<file path="config.mk">
export PLATFORM = sky130hd
export DESIGN_NAME = dbgme_engine
export DESIGN_NICKNAME = d
export VERILOG_FILES = /design/src/logic/dbgme_pkg.sv /design/src/logic/dbgme_engine.sv
export SDC_FILE = /design/constraint.sdc
export NUM_CORES = 1
export LEC_CHECK = 0
export ABC_AREA = 1
export BUFFER_PORTS_ARGS = -buffer_cell sky130_fd_sc_hd__buf_2
export CORE_MARGIN = 8
export CORE_UTILIZATION = 54
export CTS_CLUSTER_SIZE = 20
export DETAILED_ROUTE_END_ITERATION = 10
export GPL_TIMING_DRIVEN = 0
export MAX_ROUTING_LAYER = met4
export PLACE_DENSITY = 0.79
export SLEW_MARGIN = 20
export SYNTH_ARGS = -nofsm -noshare
export SYNTH_HDL_FRONTEND = slang
export SYNTH_SLANG_ARGS = --single-unit
</file>
<file path="constraint.sdc">
create_clock -name clk_i -period 1.8 [get_ports clk_i]
set_input_delay 0.09 -clock clk_i [delete_from_list [all_inputs] [get_ports clk_i]]
set_output_delay 0.09 -clock clk_i [all_outputs]
set_load 0.02 [all_outputs]
</file>
<file path="src/logic/dbgme_pkg.sv">
// shared constants and types for the debug mode engine
package dbgme_pkg;
  localparam logic [15:0] DBGME_ROM_ENTRY = 16'h8010;
  localparam logic [3:0] DBGME_OP_GROUP = 4'h2;
  localparam logic [3:0] DBGME_OP_NOP = 4'h0;
  localparam logic [3:0] DBGME_OP_REGMAP = 4'h1;
  localparam logic [3:0] DBGME_OP_RD_MEM = 4'h2;
  localparam logic [3:0] DBGME_OP_RD_STK = 4'h3;
  localparam logic [3:0] DBGME_OP_WR_REG = 4'h4;
  localparam logic [3:0] DBGME_OP_WR_MEM = 4'h5;
  localparam logic [3:0] DBGME_OP_TRACE = 4'h6;
  localparam logic [3:0] DBGME_OP_RETURN = 4'h7;
  localparam logic [3:0] DBGME_OP_UNLOCK = 4'h8;
  localparam logic [3:0] DBGME_OP_RD_REG = 4'h9;
  // background opcode that requests debug entry; arbitrary value
  localparam logic [7:0] DBGME_BG_DEBUG_CMD = 8'h0F;
  localparam logic [2:0] DBGME_FOLLOW_FOUR = 3'h4;
  localparam logic [2:0] DBGME_FOLLOW_TWO = 3'h2;
  localparam logic [2:0] DBGME_FOLLOW_NONE = 3'h0;
  localparam logic [1:0] DBGME_ST_NON_DEBUG = 2'b00;
  localparam logic [1:0] DBGME_ST_IDLE = 2'b01;
  localparam logic [1:0] DBGME_ST_BUSY = 2'b10;
  localparam logic [1:0] DBGME_ST_VALID = 2'b11;
  localparam int DBGME_WORD_BITS = 10;
  localparam logic [3:0] DBGME_LAST_BIT = 4'h9;
  localparam logic [1:0] DBGME_IDX_ADDR_HI = 2'h1;
  localparam logic [1:0] DBGME_IDX_DATA_LO = 2'h2;
  localparam logic [1:0] DBGME_IDX_DATA_HI = 2'h3;

  typedef enum logic [2:0] {
    DBGME_BG = 3'b000,
    DBGME_ENTRY = 3'b001,
    DBGME_IDLE = 3'b010,
    DBGME_RECV = 3'b011,
    DBGME_ROM = 3'b100,
    DBGME_STEP = 3'b101,
    DBGME_RET = 3'b110
  } dbgme_state_t;

  typedef struct packed {
    logic fetch_block;
    logic push_ret;
    logic pop_ret;
    logic pc_load;
    logic [15:0] pc_value;
    logic ime_clear;
    logic ime_set;
    logic halt;
    logic rom_enable;
    logic timer_freeze;
    logic bkpt_suppress;
  } dbgme_cpu_ctl_t;
endpackage

</file>
<file path="src/logic/dbgme_engine.sv">
// debug mode engine: entry, takeover, command decode, rom hand-off
// Contract
// RULE1: enter debug on host command or breakpoint
// RULE2: entry blocks fetch, pushes, loads pc, halts
// RULE3: ignore breakpoints and debug commands in debug
// RULE4: debug freezes timers and interrupt grants
// RULE5: ready for commands shows status 01
// RULE6: trace and return in hardware, rest rom
// RULE7: decode command, await all follow-on bytes
// RULE8: host recovers by reloading test instruction
// RULE9: rom command sets code, jumps, status 10
// RULE10: shift completion clears transfer pending flag
// RULE11: clear rom task done when seen
// RULE12: undefined and 0x20 codes are no operation
// RULE13: register map sets code 0001, jumps
// RULE14: read memory takes four bytes, code 0010
// RULE15: read stack takes four bytes, code 0011
// RULE16: write register takes four bytes, code 0100
// RULE17: write memory takes four bytes, code 0101
// RULE18: trace exits, runs one instruction, re-enters
// RULE19: return resumes cpu in background mode
// RULE20: unlock code 1000, bytes into byte buffer
// RULE21: read register takes two bytes, code 1001
// RULE22: valid output tagged 11, idle when done
// RULE23: background mode reports status 00
// RULE24: no break on first instruction after return
`timescale 1ns/1ps
`default_nettype none
module dbgme_engine
  import dbgme_pkg::*;
(
  input wire logic clk_i, // system clock, 20 MHz
  input wire logic rst_b_i, // synchronous reset, active low
  input wire logic tck_i, // test port clock pin
  input wire logic tdi_i, // test port data in pin
  input wire logic shift_en_i, // test port in shift state
  input wire logic debug_ir_i, // tap_instruction_field holds debug
  output logic tdo_o, // test port data out
  input wire logic bkpt_match_i, // breakpoint matched, cpu domain
  input wire logic irq_master_enable_i, // current interrupt master enable
  input wire logic cpu_step_done_i, // one instruction retired
  input wire logic rom_buf_wr_i, // rom loads debug_byte_buffer
  input wire logic [7:0] rom_buf_data_i, // byte written by rom
  input wire logic rom_task_done_i, // rom_task_done bit of system_control_reg
  output logic rom_done_clr_o, // clear pulse for rom_task_done
  output logic transfer_pending_o, // transfer_pending_flag
  output logic [3:0] rom_command_code_o, // command code for rom
  output logic [15:0] debug_addr_holder_o, // address holder
  output logic [15:0] debug_data_holder_o, // data holder
  output logic [7:0] debug_byte_buffer_o, // byte buffer
  output logic [1:0] status_o, // status currently reported
  output dbgme_pkg::dbgme_cpu_ctl_t cpu_ctl_o // cpu takeover controls
);
  import dbgme_pkg::*;

  logic tck_s1_r, tck_s2_r, tck_s3_r;
  logic tdi_s1_r, tdi_s2_r;
  logic sen_s1_r, sen_s2_r, sen_s3_r;
  logic ir_s1_r, ir_s2_r;
  logic tck_rise, sen_rise, byte_done;
  logic [DBGME_WORD_BITS-1:0] sh_r;
  logic [3:0] bit_cnt_r;
  logic [7:0] rx_byte;
  dbgme_state_t state_r, state_nxt;
  logic [2:0] left_r, left_nxt;
  logic [1:0] idx_r;
  logic [3:0] pend_code_r;
  logic ime_saved_r, suppress_r, txc_r, done_seen_r;
  logic [1:0] status_nxt;
  dbgme_cpu_ctl_t ctl_nxt;
  logic [3:0] rx_op;
  logic rx_group;

  // pins cross into clk_i through two flops
  always_ff @(posedge clk_i)
  begin
    if (!rst_b_i)
    begin
      tck_s1_r <= 1'b0;
      tck_s2_r <= 1'b0;
      tck_s3_r <= 1'b0;
      tdi_s1_r <= 1'b0;
      tdi_s2_r <= 1'b0;
      sen_s1_r <= 1'b0;
      sen_s2_r <= 1'b0;
      sen_s3_r <= 1'b0;
      ir_s1_r <= 1'b0;
      ir_s2_r <= 1'b0;
    end
    else
    begin
      tck_s1_r <= tck_i;
      tck_s2_r <= tck_s1_r;
      tck_s3_r <= tck_s2_r;
      tdi_s1_r <= tdi_i;
      tdi_s2_r <= tdi_s1_r;
      sen_s1_r <= shift_en_i;
      sen_s2_r <= sen_s1_r;
      sen_s3_r <= sen_s2_r;
      ir_s1_r <= debug_ir_i;
      ir_s2_r <= ir_s1_r;
    end
  end

  assign tck_rise = tck_s2_r & ~tck_s3_r;
  assign sen_rise = sen_s2_r & ~sen_s3_r;
  assign byte_done = tck_rise && sen_s2_r && ir_s2_r && (bit_cnt_r == DBGME_LAST_BIT);
  // data bits are the first eight shifted in; the last two are ignored
  assign rx_byte = sh_r[DBGME_WORD_BITS-2:1];
  assign rx_op = rx_byte[3:0];
  assign rx_group = (rx_byte[7:4] == DBGME_OP_GROUP);

  // word shifter: status in the top two bits, lsb out first
  always_ff @(posedge clk_i)
  begin
    if (!rst_b_i)
    begin
      sh_r <= '0;
      bit_cnt_r <= '0;
    end
    else if (sen_rise)
    begin
      sh_r <= {status_o, debug_byte_buffer_o};
      bit_cnt_r <= '0;
    end
    else if (tck_rise && sen_s2_r)
    begin
      sh_r <= {tdi_s2_r, sh_r[DBGME_WORD_BITS-1:1]};
      bit_cnt_r <= (bit_cnt_r == DBGME_LAST_BIT) ? 4'h0 : bit_cnt_r + 4'h1;
    end
  end

  always_ff @(posedge clk_i)
  begin
    if (!rst_b_i)
      tdo_o <= 1'b0;
    else
      tdo_o <= sen_rise ? debug_byte_buffer_o[0] : sh_r[0];
  end

  always_comb
  begin
    state_nxt = state_r;
    left_nxt = left_r;
    case (state_r)
      DBGME_BG:
      begin
        // RULE1: breakpoint or host command
        if ((bkpt_match_i && !suppress_r) || (byte_done && rx_byte == DBGME_BG_DEBUG_CMD))
          state_nxt = DBGME_ENTRY;
      end
      DBGME_ENTRY:
        state_nxt = DBGME_IDLE;
      DBGME_IDLE:
      begin
        // RULE3 RULE12: entry requests and other codes are no operation
        if (byte_done && rx_group)
        begin
          case (rx_op)
            DBGME_OP_RD_MEM, DBGME_OP_RD_STK, DBGME_OP_WR_REG, DBGME_OP_WR_MEM:
            begin
              state_nxt = DBGME_RECV;
              left_nxt = DBGME_FOLLOW_FOUR;
            end
            DBGME_OP_RD_REG:
            begin
              state_nxt = DBGME_RECV;
              left_nxt = DBGME_FOLLOW_TWO;
            end
            DBGME_OP_REGMAP, DBGME_OP_UNLOCK:
            begin
              state_nxt = DBGME_ROM;
              left_nxt = DBGME_FOLLOW_NONE;
            end
            // RULE6: trace and return stay in hardware
            DBGME_OP_TRACE: state_nxt = DBGME_STEP;
            DBGME_OP_RETURN: state_nxt = DBGME_RET;
            default: state_nxt = DBGME_IDLE;
          endcase
        end
      end
      DBGME_RECV:
      begin
        // RULE8: dropping the debug instruction abandons the command
        if (!ir_s2_r)
          state_nxt = DBGME_IDLE;
        // RULE7: no timeout, wait for the last byte
        else if (byte_done)
        begin
          left_nxt = left_r - 3'h1;
          if (left_r == 3'h1)
            state_nxt = DBGME_ROM;
        end
      end
      DBGME_ROM:
      begin
        // RULE22: idle again once rom reports done
        if (rom_task_done_i && !done_seen_r)
          state_nxt = DBGME_IDLE;
      end
      DBGME_STEP:
      begin
        // RULE18: one instruction, then full re-entry
        if (cpu_step_done_i)
          state_nxt = DBGME_ENTRY;
      end
      DBGME_RET:
        state_nxt = DBGME_BG;
      default:
        state_nxt = DBGME_BG;
    endcase
  end

  always_ff @(posedge clk_i)
  begin
    if (!rst_b_i)
    begin
      state_r <= DBGME_BG;
      left_r <= DBGME_FOLLOW_NONE;
    end
    else
    begin
      state_r <= state_nxt;
      left_r <= left_nxt;
    end
  end

  // follow-on bytes, lsb first, into address then data holder
  always_ff @(posedge clk_i)
  begin
    if (!rst_b_i)
    begin
      idx_r <= '0;
      pend_code_r <= DBGME_OP_NOP;
      debug_addr_holder_o <= '0;
      debug_data_holder_o <= '0;
    end
    else if (state_r == DBGME_IDLE && byte_done && rx_group)
    begin
      idx_r <= '0;
      pend_code_r <= rx_op;
    end
    else if (state_r == DBGME_RECV && byte_done && ir_s2_r)
    begin
      // RULE14: address then count; RULE15 RULE16 RULE17 RULE21 share path
      case (idx_r)
        2'h0: debug_addr_holder_o[7:0] <= rx_byte;
        DBGME_IDX_ADDR_HI: debug_addr_holder_o[15:8] <= rx_byte;
        DBGME_IDX_DATA_LO: debug_data_holder_o[7:0] <= rx_byte;
        DBGME_IDX_DATA_HI: debug_data_holder_o[15:8] <= rx_byte;
        default: debug_data_holder_o <= debug_data_holder_o;
      endcase
      idx_r <= idx_r + 2'h1;
    end
  end

  // RULE9: code written when the rom jump happens
  // RULE13: register map jumps with no follow-on
  always_ff @(posedge clk_i)
  begin
    if (!rst_b_i)
      rom_command_code_o <= DBGME_OP_NOP;
    else if (state_nxt == DBGME_ROM && state_r != DBGME_ROM)
      rom_command_code_o <= (state_r == DBGME_IDLE) ? rx_op : pend_code_r;
  end

  // RULE20: password bytes land in the byte buffer as they come
  always_ff @(posedge clk_i)
  begin
    if (!rst_b_i)
      debug_byte_buffer_o <= '0;
    else if (state_r == DBGME_ROM && byte_done && rom_command_code_o == DBGME_OP_UNLOCK)
      debug_byte_buffer_o <= rx_byte;
    else if (rom_buf_wr_i)
      debug_byte_buffer_o <= rom_buf_data_i;
  end

  // RULE10: shift completion clears; a same-cycle rom load wins
  always_ff @(posedge clk_i)
  begin
    if (!rst_b_i)
      txc_r <= 1'b0;
    else if (rom_buf_wr_i)
      txc_r <= 1'b1;
    else if (byte_done && state_r == DBGME_ROM)
      txc_r <= 1'b0;
  end
  assign transfer_pending_o = txc_r;

  // RULE11: one clear pulse per done indication
  always_ff @(posedge clk_i)
  begin
    if (!rst_b_i)
    begin
      done_seen_r <= 1'b0;
      rom_done_clr_o <= 1'b0;
    end
    else
    begin
      done_seen_r <= rom_task_done_i;
      rom_done_clr_o <= rom_task_done_i && !done_seen_r && state_r == DBGME_ROM;
    end
  end

  // interrupt enable captured at first entry only; trace keeps it
  always_ff @(posedge clk_i)
  begin
    if (!rst_b_i)
      ime_saved_r <= 1'b0;
    else if (state_r == DBGME_BG && state_nxt == DBGME_ENTRY)
      ime_saved_r <= irq_master_enable_i;
  end

  // RULE24: hold off breakpoints until first instruction retires
  always_ff @(posedge clk_i)
  begin
    if (!rst_b_i)
      suppress_r <= 1'b0;
    else if (state_r == DBGME_RET)
      suppress_r <= 1'b1;
    else if (cpu_step_done_i)
      suppress_r <= 1'b0;
  end

  always_comb
  begin
    // RULE23: non-debug in background
    status_nxt = DBGME_ST_NON_DEBUG;
    case (state_nxt)
      // RULE5: ready for commands
      DBGME_IDLE, DBGME_RECV: status_nxt = DBGME_ST_IDLE;
      // RULE22: valid byte waiting is tagged 11
      DBGME_ROM: status_nxt = txc_r ? DBGME_ST_VALID : DBGME_ST_BUSY;
      DBGME_ENTRY, DBGME_STEP, DBGME_RET: status_nxt = DBGME_ST_BUSY;
      default: status_nxt = DBGME_ST_NON_DEBUG;
    endcase
  end

  always_comb
  begin
    ctl_nxt = '0;
    ctl_nxt.pc_value = DBGME_ROM_ENTRY;
    ctl_nxt.bkpt_suppress = suppress_r || (state_r == DBGME_RET);
    // RULE2: entry takeover sequence
    if (state_nxt == DBGME_ENTRY)
    begin
      ctl_nxt.fetch_block = 1'b1;
      ctl_nxt.push_ret = 1'b1;
      ctl_nxt.pc_load = 1'b1;
      ctl_nxt.ime_clear = (state_r == DBGME_BG) ? irq_master_enable_i : ime_saved_r;
      ctl_nxt.halt = 1'b1;
    end
    if (state_nxt == DBGME_IDLE || state_nxt == DBGME_RECV)
    begin
      ctl_nxt.fetch_block = 1'b1;
      ctl_nxt.halt = 1'b1;
    end
    // RULE9: jump into rom, enabling it
    if (state_nxt == DBGME_ROM)
    begin
      ctl_nxt.rom_enable = 1'b1;
      ctl_nxt.pc_load = (state_r != DBGME_ROM);
    end
    // RULE19: pop and restore the enable on leaving
    if ((state_nxt == DBGME_STEP || state_nxt == DBGME_RET) && state_r == DBGME_IDLE)
    begin
      ctl_nxt.pop_ret = 1'b1;
      ctl_nxt.ime_set = ime_saved_r;
    end
    // RULE4: timers stopped in every debug state except the one-cycle return state
    ctl_nxt.timer_freeze = (state_nxt != DBGME_BG) && (state_nxt != DBGME_RET);
  end

  always_ff @(posedge clk_i)
  begin
    if (!rst_b_i)
    begin
      cpu_ctl_o <= '0;
      status_o <= DBGME_ST_NON_DEBUG;
    end
    else
    begin
      cpu_ctl_o <= ctl_nxt;
      status_o <= status_nxt;
    end
  end

  a_bkpt_enters: assert property (@(posedge clk_i) disable iff (!rst_b_i) // RULE1
    state_r == DBGME_BG && bkpt_match_i && !suppress_r |=> cpu_ctl_o.halt && cpu_ctl_o.push_ret)
    else $error("breakpoint did not enter debug");
  a_entry_pc: assert property (@(posedge clk_i) disable iff (!rst_b_i) // RULE2
    $rose(cpu_ctl_o.push_ret) |-> cpu_ctl_o.pc_load && cpu_ctl_o.pc_value == DBGME_ROM_ENTRY && cpu_ctl_o.fetch_block)
    else $error("entry did not load rom address");
  a_no_reentry: assert property (@(posedge clk_i) disable iff (!rst_b_i) // RULE3
    state_r == DBGME_IDLE && bkpt_match_i && !byte_done |=> state_r == DBGME_IDLE)
    else $error("breakpoint disturbed debug idle");
  a_timer_freeze: assert property (@(posedge clk_i) disable iff (!rst_b_i) // RULE4
    state_r == DBGME_IDLE |-> cpu_ctl_o.timer_freeze && cpu_ctl_o.halt)
    else $error("timers running in debug idle");
  a_idle_status: assert property (@(posedge clk_i) disable iff (!rst_b_i) // RULE5
    $rose(state_r == DBGME_IDLE) |-> status_o == DBGME_ST_IDLE)
    else $error("idle status wrong");
  a_wait_bytes: assert property (@(posedge clk_i) disable iff (!rst_b_i) // RULE7
    state_r == DBGME_RECV && left_r > 3'h1 |=> state_r != DBGME_ROM)
    else $error("rom started before all bytes");
  a_rom_busy: assert property (@(posedge clk_i) disable iff (!rst_b_i) // RULE9
    state_r != DBGME_ROM && state_nxt == DBGME_ROM |=> cpu_ctl_o.rom_enable && cpu_ctl_o.pc_load && status_o[1])
    else $error("rom jump incomplete");
  a_txc_clear: assert property (@(posedge clk_i) disable iff (!rst_b_i) // RULE10
    state_r == DBGME_ROM && byte_done && !rom_buf_wr_i |=> !transfer_pending_o)
    else $error("pending flag not cleared");
  a_done_clear: assert property (@(posedge clk_i) disable iff (!rst_b_i) // RULE11
    state_r == DBGME_ROM && $rose(rom_task_done_i) |=> rom_done_clr_o ##1 !rom_done_clr_o)
    else $error("rom done not cleared");
  a_bg_status: assert property (@(posedge clk_i) disable iff (!rst_b_i) // RULE23
    state_r == DBGME_BG && $past(state_r) == DBGME_BG |-> status_o == DBGME_ST_NON_DEBUG)
    else $error("background status wrong");
  a_ret_suppress: assert property (@(posedge clk_i) disable iff (!rst_b_i) // RULE24
    state_r == DBGME_RET |=> suppress_r && state_r == DBGME_BG)
    else $error("return did not suppress breakpoint");
endmodule // dbgme_engine
`default_nettype wire

</file>
==> flow_summary.yaml <==
placement:
  place_congestion: 0.887
  dpl_cell_area_um2: 4860
  dpl.hpwl_um: 8180
  port_buffers: 78
min_path:
  hold_class: "in -> reg"
  hold_depth: 3
finish:
  nFillCells: 637
  finalNetCount: 715
  area_growth_pct: 27.5
  n_antenna_cell: 0
  layout-drive-gt1-share: 0.285
  final_area_um2: 5470
clock_network:
  cts-root-buf: "clkbuf_8"
  h-tree-depth: 3
  path_clk_slew_ps: 90
  cts_tree: "built"
  cts.path.max_buffers: 2
  clock_latency_ps: 360
  cts_sinks: 98
  cts_buffers: 9
routing:
  drt-pass1-iter-count: 4
  drt_iter0_drc: 219
  ant_nets: 0
  wl_per_cell_um: 14.8
  wl_um: 11800
  viasPerCell: 5.15
  drc: 0
  num_vias: 4101
floorplanning:
  pin_count: 94
  die_y_um: 105
  core-area_um2: 7730
  num_rows: 32
  die_width_um: 105
  dieArea_um2: 11100
  start_util: 0.555
grt:
  grt_antenna_before_repair: 0
  gr-usage-all-layers: 0.209
  grt_max_degree: 17
  grt_pass1_vias: 3886
  gr-total-overflow: 0
  grt_first_pass_wirelength_um: 18500
logic_synthesis:
  yosysMostFrequentCell: "nand2_1"
  synth_top_cell_by_area: "dfxtp_1"
  ys_ff_latch: 98
  synthCells: 567
  syn_area_um2: 4290
  yosysWarnings: 0
  synth_flop_cell: "dfxtp_1"
  synth_cell_types: 37
  yosysSeqAreaShare: 0.457
  ys_top_cells_by_count: "nand2_1, dfxtp_1, inv_1"
  avgSynthCellArea_um2: 7.57
  synth_edf_count: 0
  async_flop_share: 0
  synth_top_area_frac: 0.457
  synth.area.top_cells: "dfxtp_1, nand2_1, inv_1"
sta:
  fin_skew_ps: 15.2
  relSlewSlack: 0.573
  setup_viol: 6
  finalWorstSetupSlack_ps: -25.6
  fin_crit_ps: 1830
  hold_viol: 0
  tightest_slew_ps: 640
  slew_viol_final: 0
  fin_crit_sh: 1.01
  max_freq_mhz: 548
  hold_ws_ps: 3.01
  rsz0062_at_grt: "true"
setup_path:
  worstSetupPathType: "reg -> reg"
  reg2reg_depth: 10
  cp-end-kind: "flop"
  start_kind: "flop"
  crit_arrival_ps: 2060
  critPathMaxFanout: 8
  crit_required_ps: 2030
pwr:
  p_leak_uw: 0.00248
  power_density_nw_per_um2: 811
  ir_drop_mv: 0.633
  finalPower_uw: 4440
run_status:
  violations: "negative setup slack"
  status: "complete, but fails checks"
job:
  cap_violations: 0
## metal layers
metal  up-vias  GRT usage  wire length (um)
met1      1875      0.242              5020
li1       2063          -                 -
met2       144      0.334              5730
met5         -          -                 0
met3        19     0.0559               850
met4         0     0.0897               206
## worst max-delay path, stage by stage (launching register included)
cell and delay [ps]:
dfxtp_1 310, buf_2 230, inv_2 80, nand3_4 110
inv_2 60, nand4_4 120, nor2_4 40, nor2_2 250
nor2_4 110, buf_4 150, o21a_1 230
## power by group
part | switching [uW] | leakage, uW | internal (uW)
Sequential | 44.6 | 0.000804 | 2220
Combinational | 316 | 0.00156 | 167
Clock | 755 | 0.000121 | 929
Total | 1120 | 0.00248 | 3320
## through the flow
step / utilization / instances / setup slack [ps] / TNS [ps]
after floorplan: - / 580 / 253 / 0
after global placement: 0.629 / 760 / -53.3 / -62.0
after detailed placement: 0.629 / 760 / -73.1 / -244
after CTS: 0.677 / 787 / 8.48 / 0
after global routing: 0.708 / 797 / -138 / -1410
final: 0.708 / 797 / -25.6 / -70.6
## kinds of logic after synthesis
family / Yosys count / share of synthesized area
AOI/OAI and AO/OA: 100 / 0.140
buffers and inverters: 113 / 0.117
DFF: 98 / 0.457
and+or+nand+nor: 248 / 0.265
other: 1 / 0.000874
adders and majority gates: 6 / 0.0175
xor gates and xnor gates: 1 / 0.00204
## cell type report
class	count	area, um2	area share
multi-input cells	370	2020	0.369
well taps	102	128	0.0233
flip-flops and latches	98	1980	0.362
clock buffers	10	128	0.0233
plain buffers	43	274	0.0501
inverters	69	259	0.0473
clock inverters	6	113	0.0206
repair buffers	99	571	0.104
## placed cells by master, fill, tap and decap left out, types with 2 or more instances in the layout
cell             n
nand2_1        118
dfxtp_1         83
buf_2           81
inv_1           58
nor2_1          43
a21oi_1         42
nand3_1         40
buf_4           30
o21ai_0         21
clkbuf_1        14
conb_1          14
dfxtp_2         14
a311oi_1        12
nor2_4          11
a211oi_1        11
inv_2            9
nor2_2           9
clkbuf_8         9
dlygate4sd3_1    9
nand2_2          6
nand4_1          6
nand3_4          6
clkbuf_4         5
ha_1             5
o21ai_1          4
buf_6            3
nor3_1           3
bufinv_16        3
clkinv_1         2
nand3_2          2
a31oi_1          2
nor4_1           2
## sequential cells by signal (all words and copies together) (netlist names), 2 cells and up
name	count
bit_cnt_r	4
cpu_ctl_o	10
debug_addr_holder_o	16
debug_byte_buffer_o	8
debug_data_holder_o	16
idx_r	2
left_r	3
pend_code_r	4
rom_command_code_o	4
sh_r	10
state_r	3
status_o	2
## path summary, 6_finish.rpt
check	to	slack (ps)	startpoint
hold / removal	debug_byte_buffer_o[5]$_SDFFE_PN0P_	3	rom_buf_data_i[5]
setup / recovery	status_o[1]$_SDFF_PN0_	-30	sh_r[5]$_SDFFE_PN0P_
setup reg to reg	status_o[1]$_SDFF_PN0_	-30	sh_r[5]$_SDFFE_PN0P_
hold reg to reg	tck_s2_r$_SDFF_PN0_	410	tck_s1_r$_SDFF_PN0_
## repair_timing
| item | in CTS | in global routing |
|---|---|---|
| cloned | 0 | 1 |
| hold buffers | 9 | 0 |
| buffers inserted | 2 | 10 |
| hold endpoints to repair | 10 | 0 |
| setup endpoints to repair | 13 | 49 |
| gates resized for setup | 13 | 56 |
| pin swaps | 2 | 15 |
Note: power is estimated with default switching activity, not from simulation.
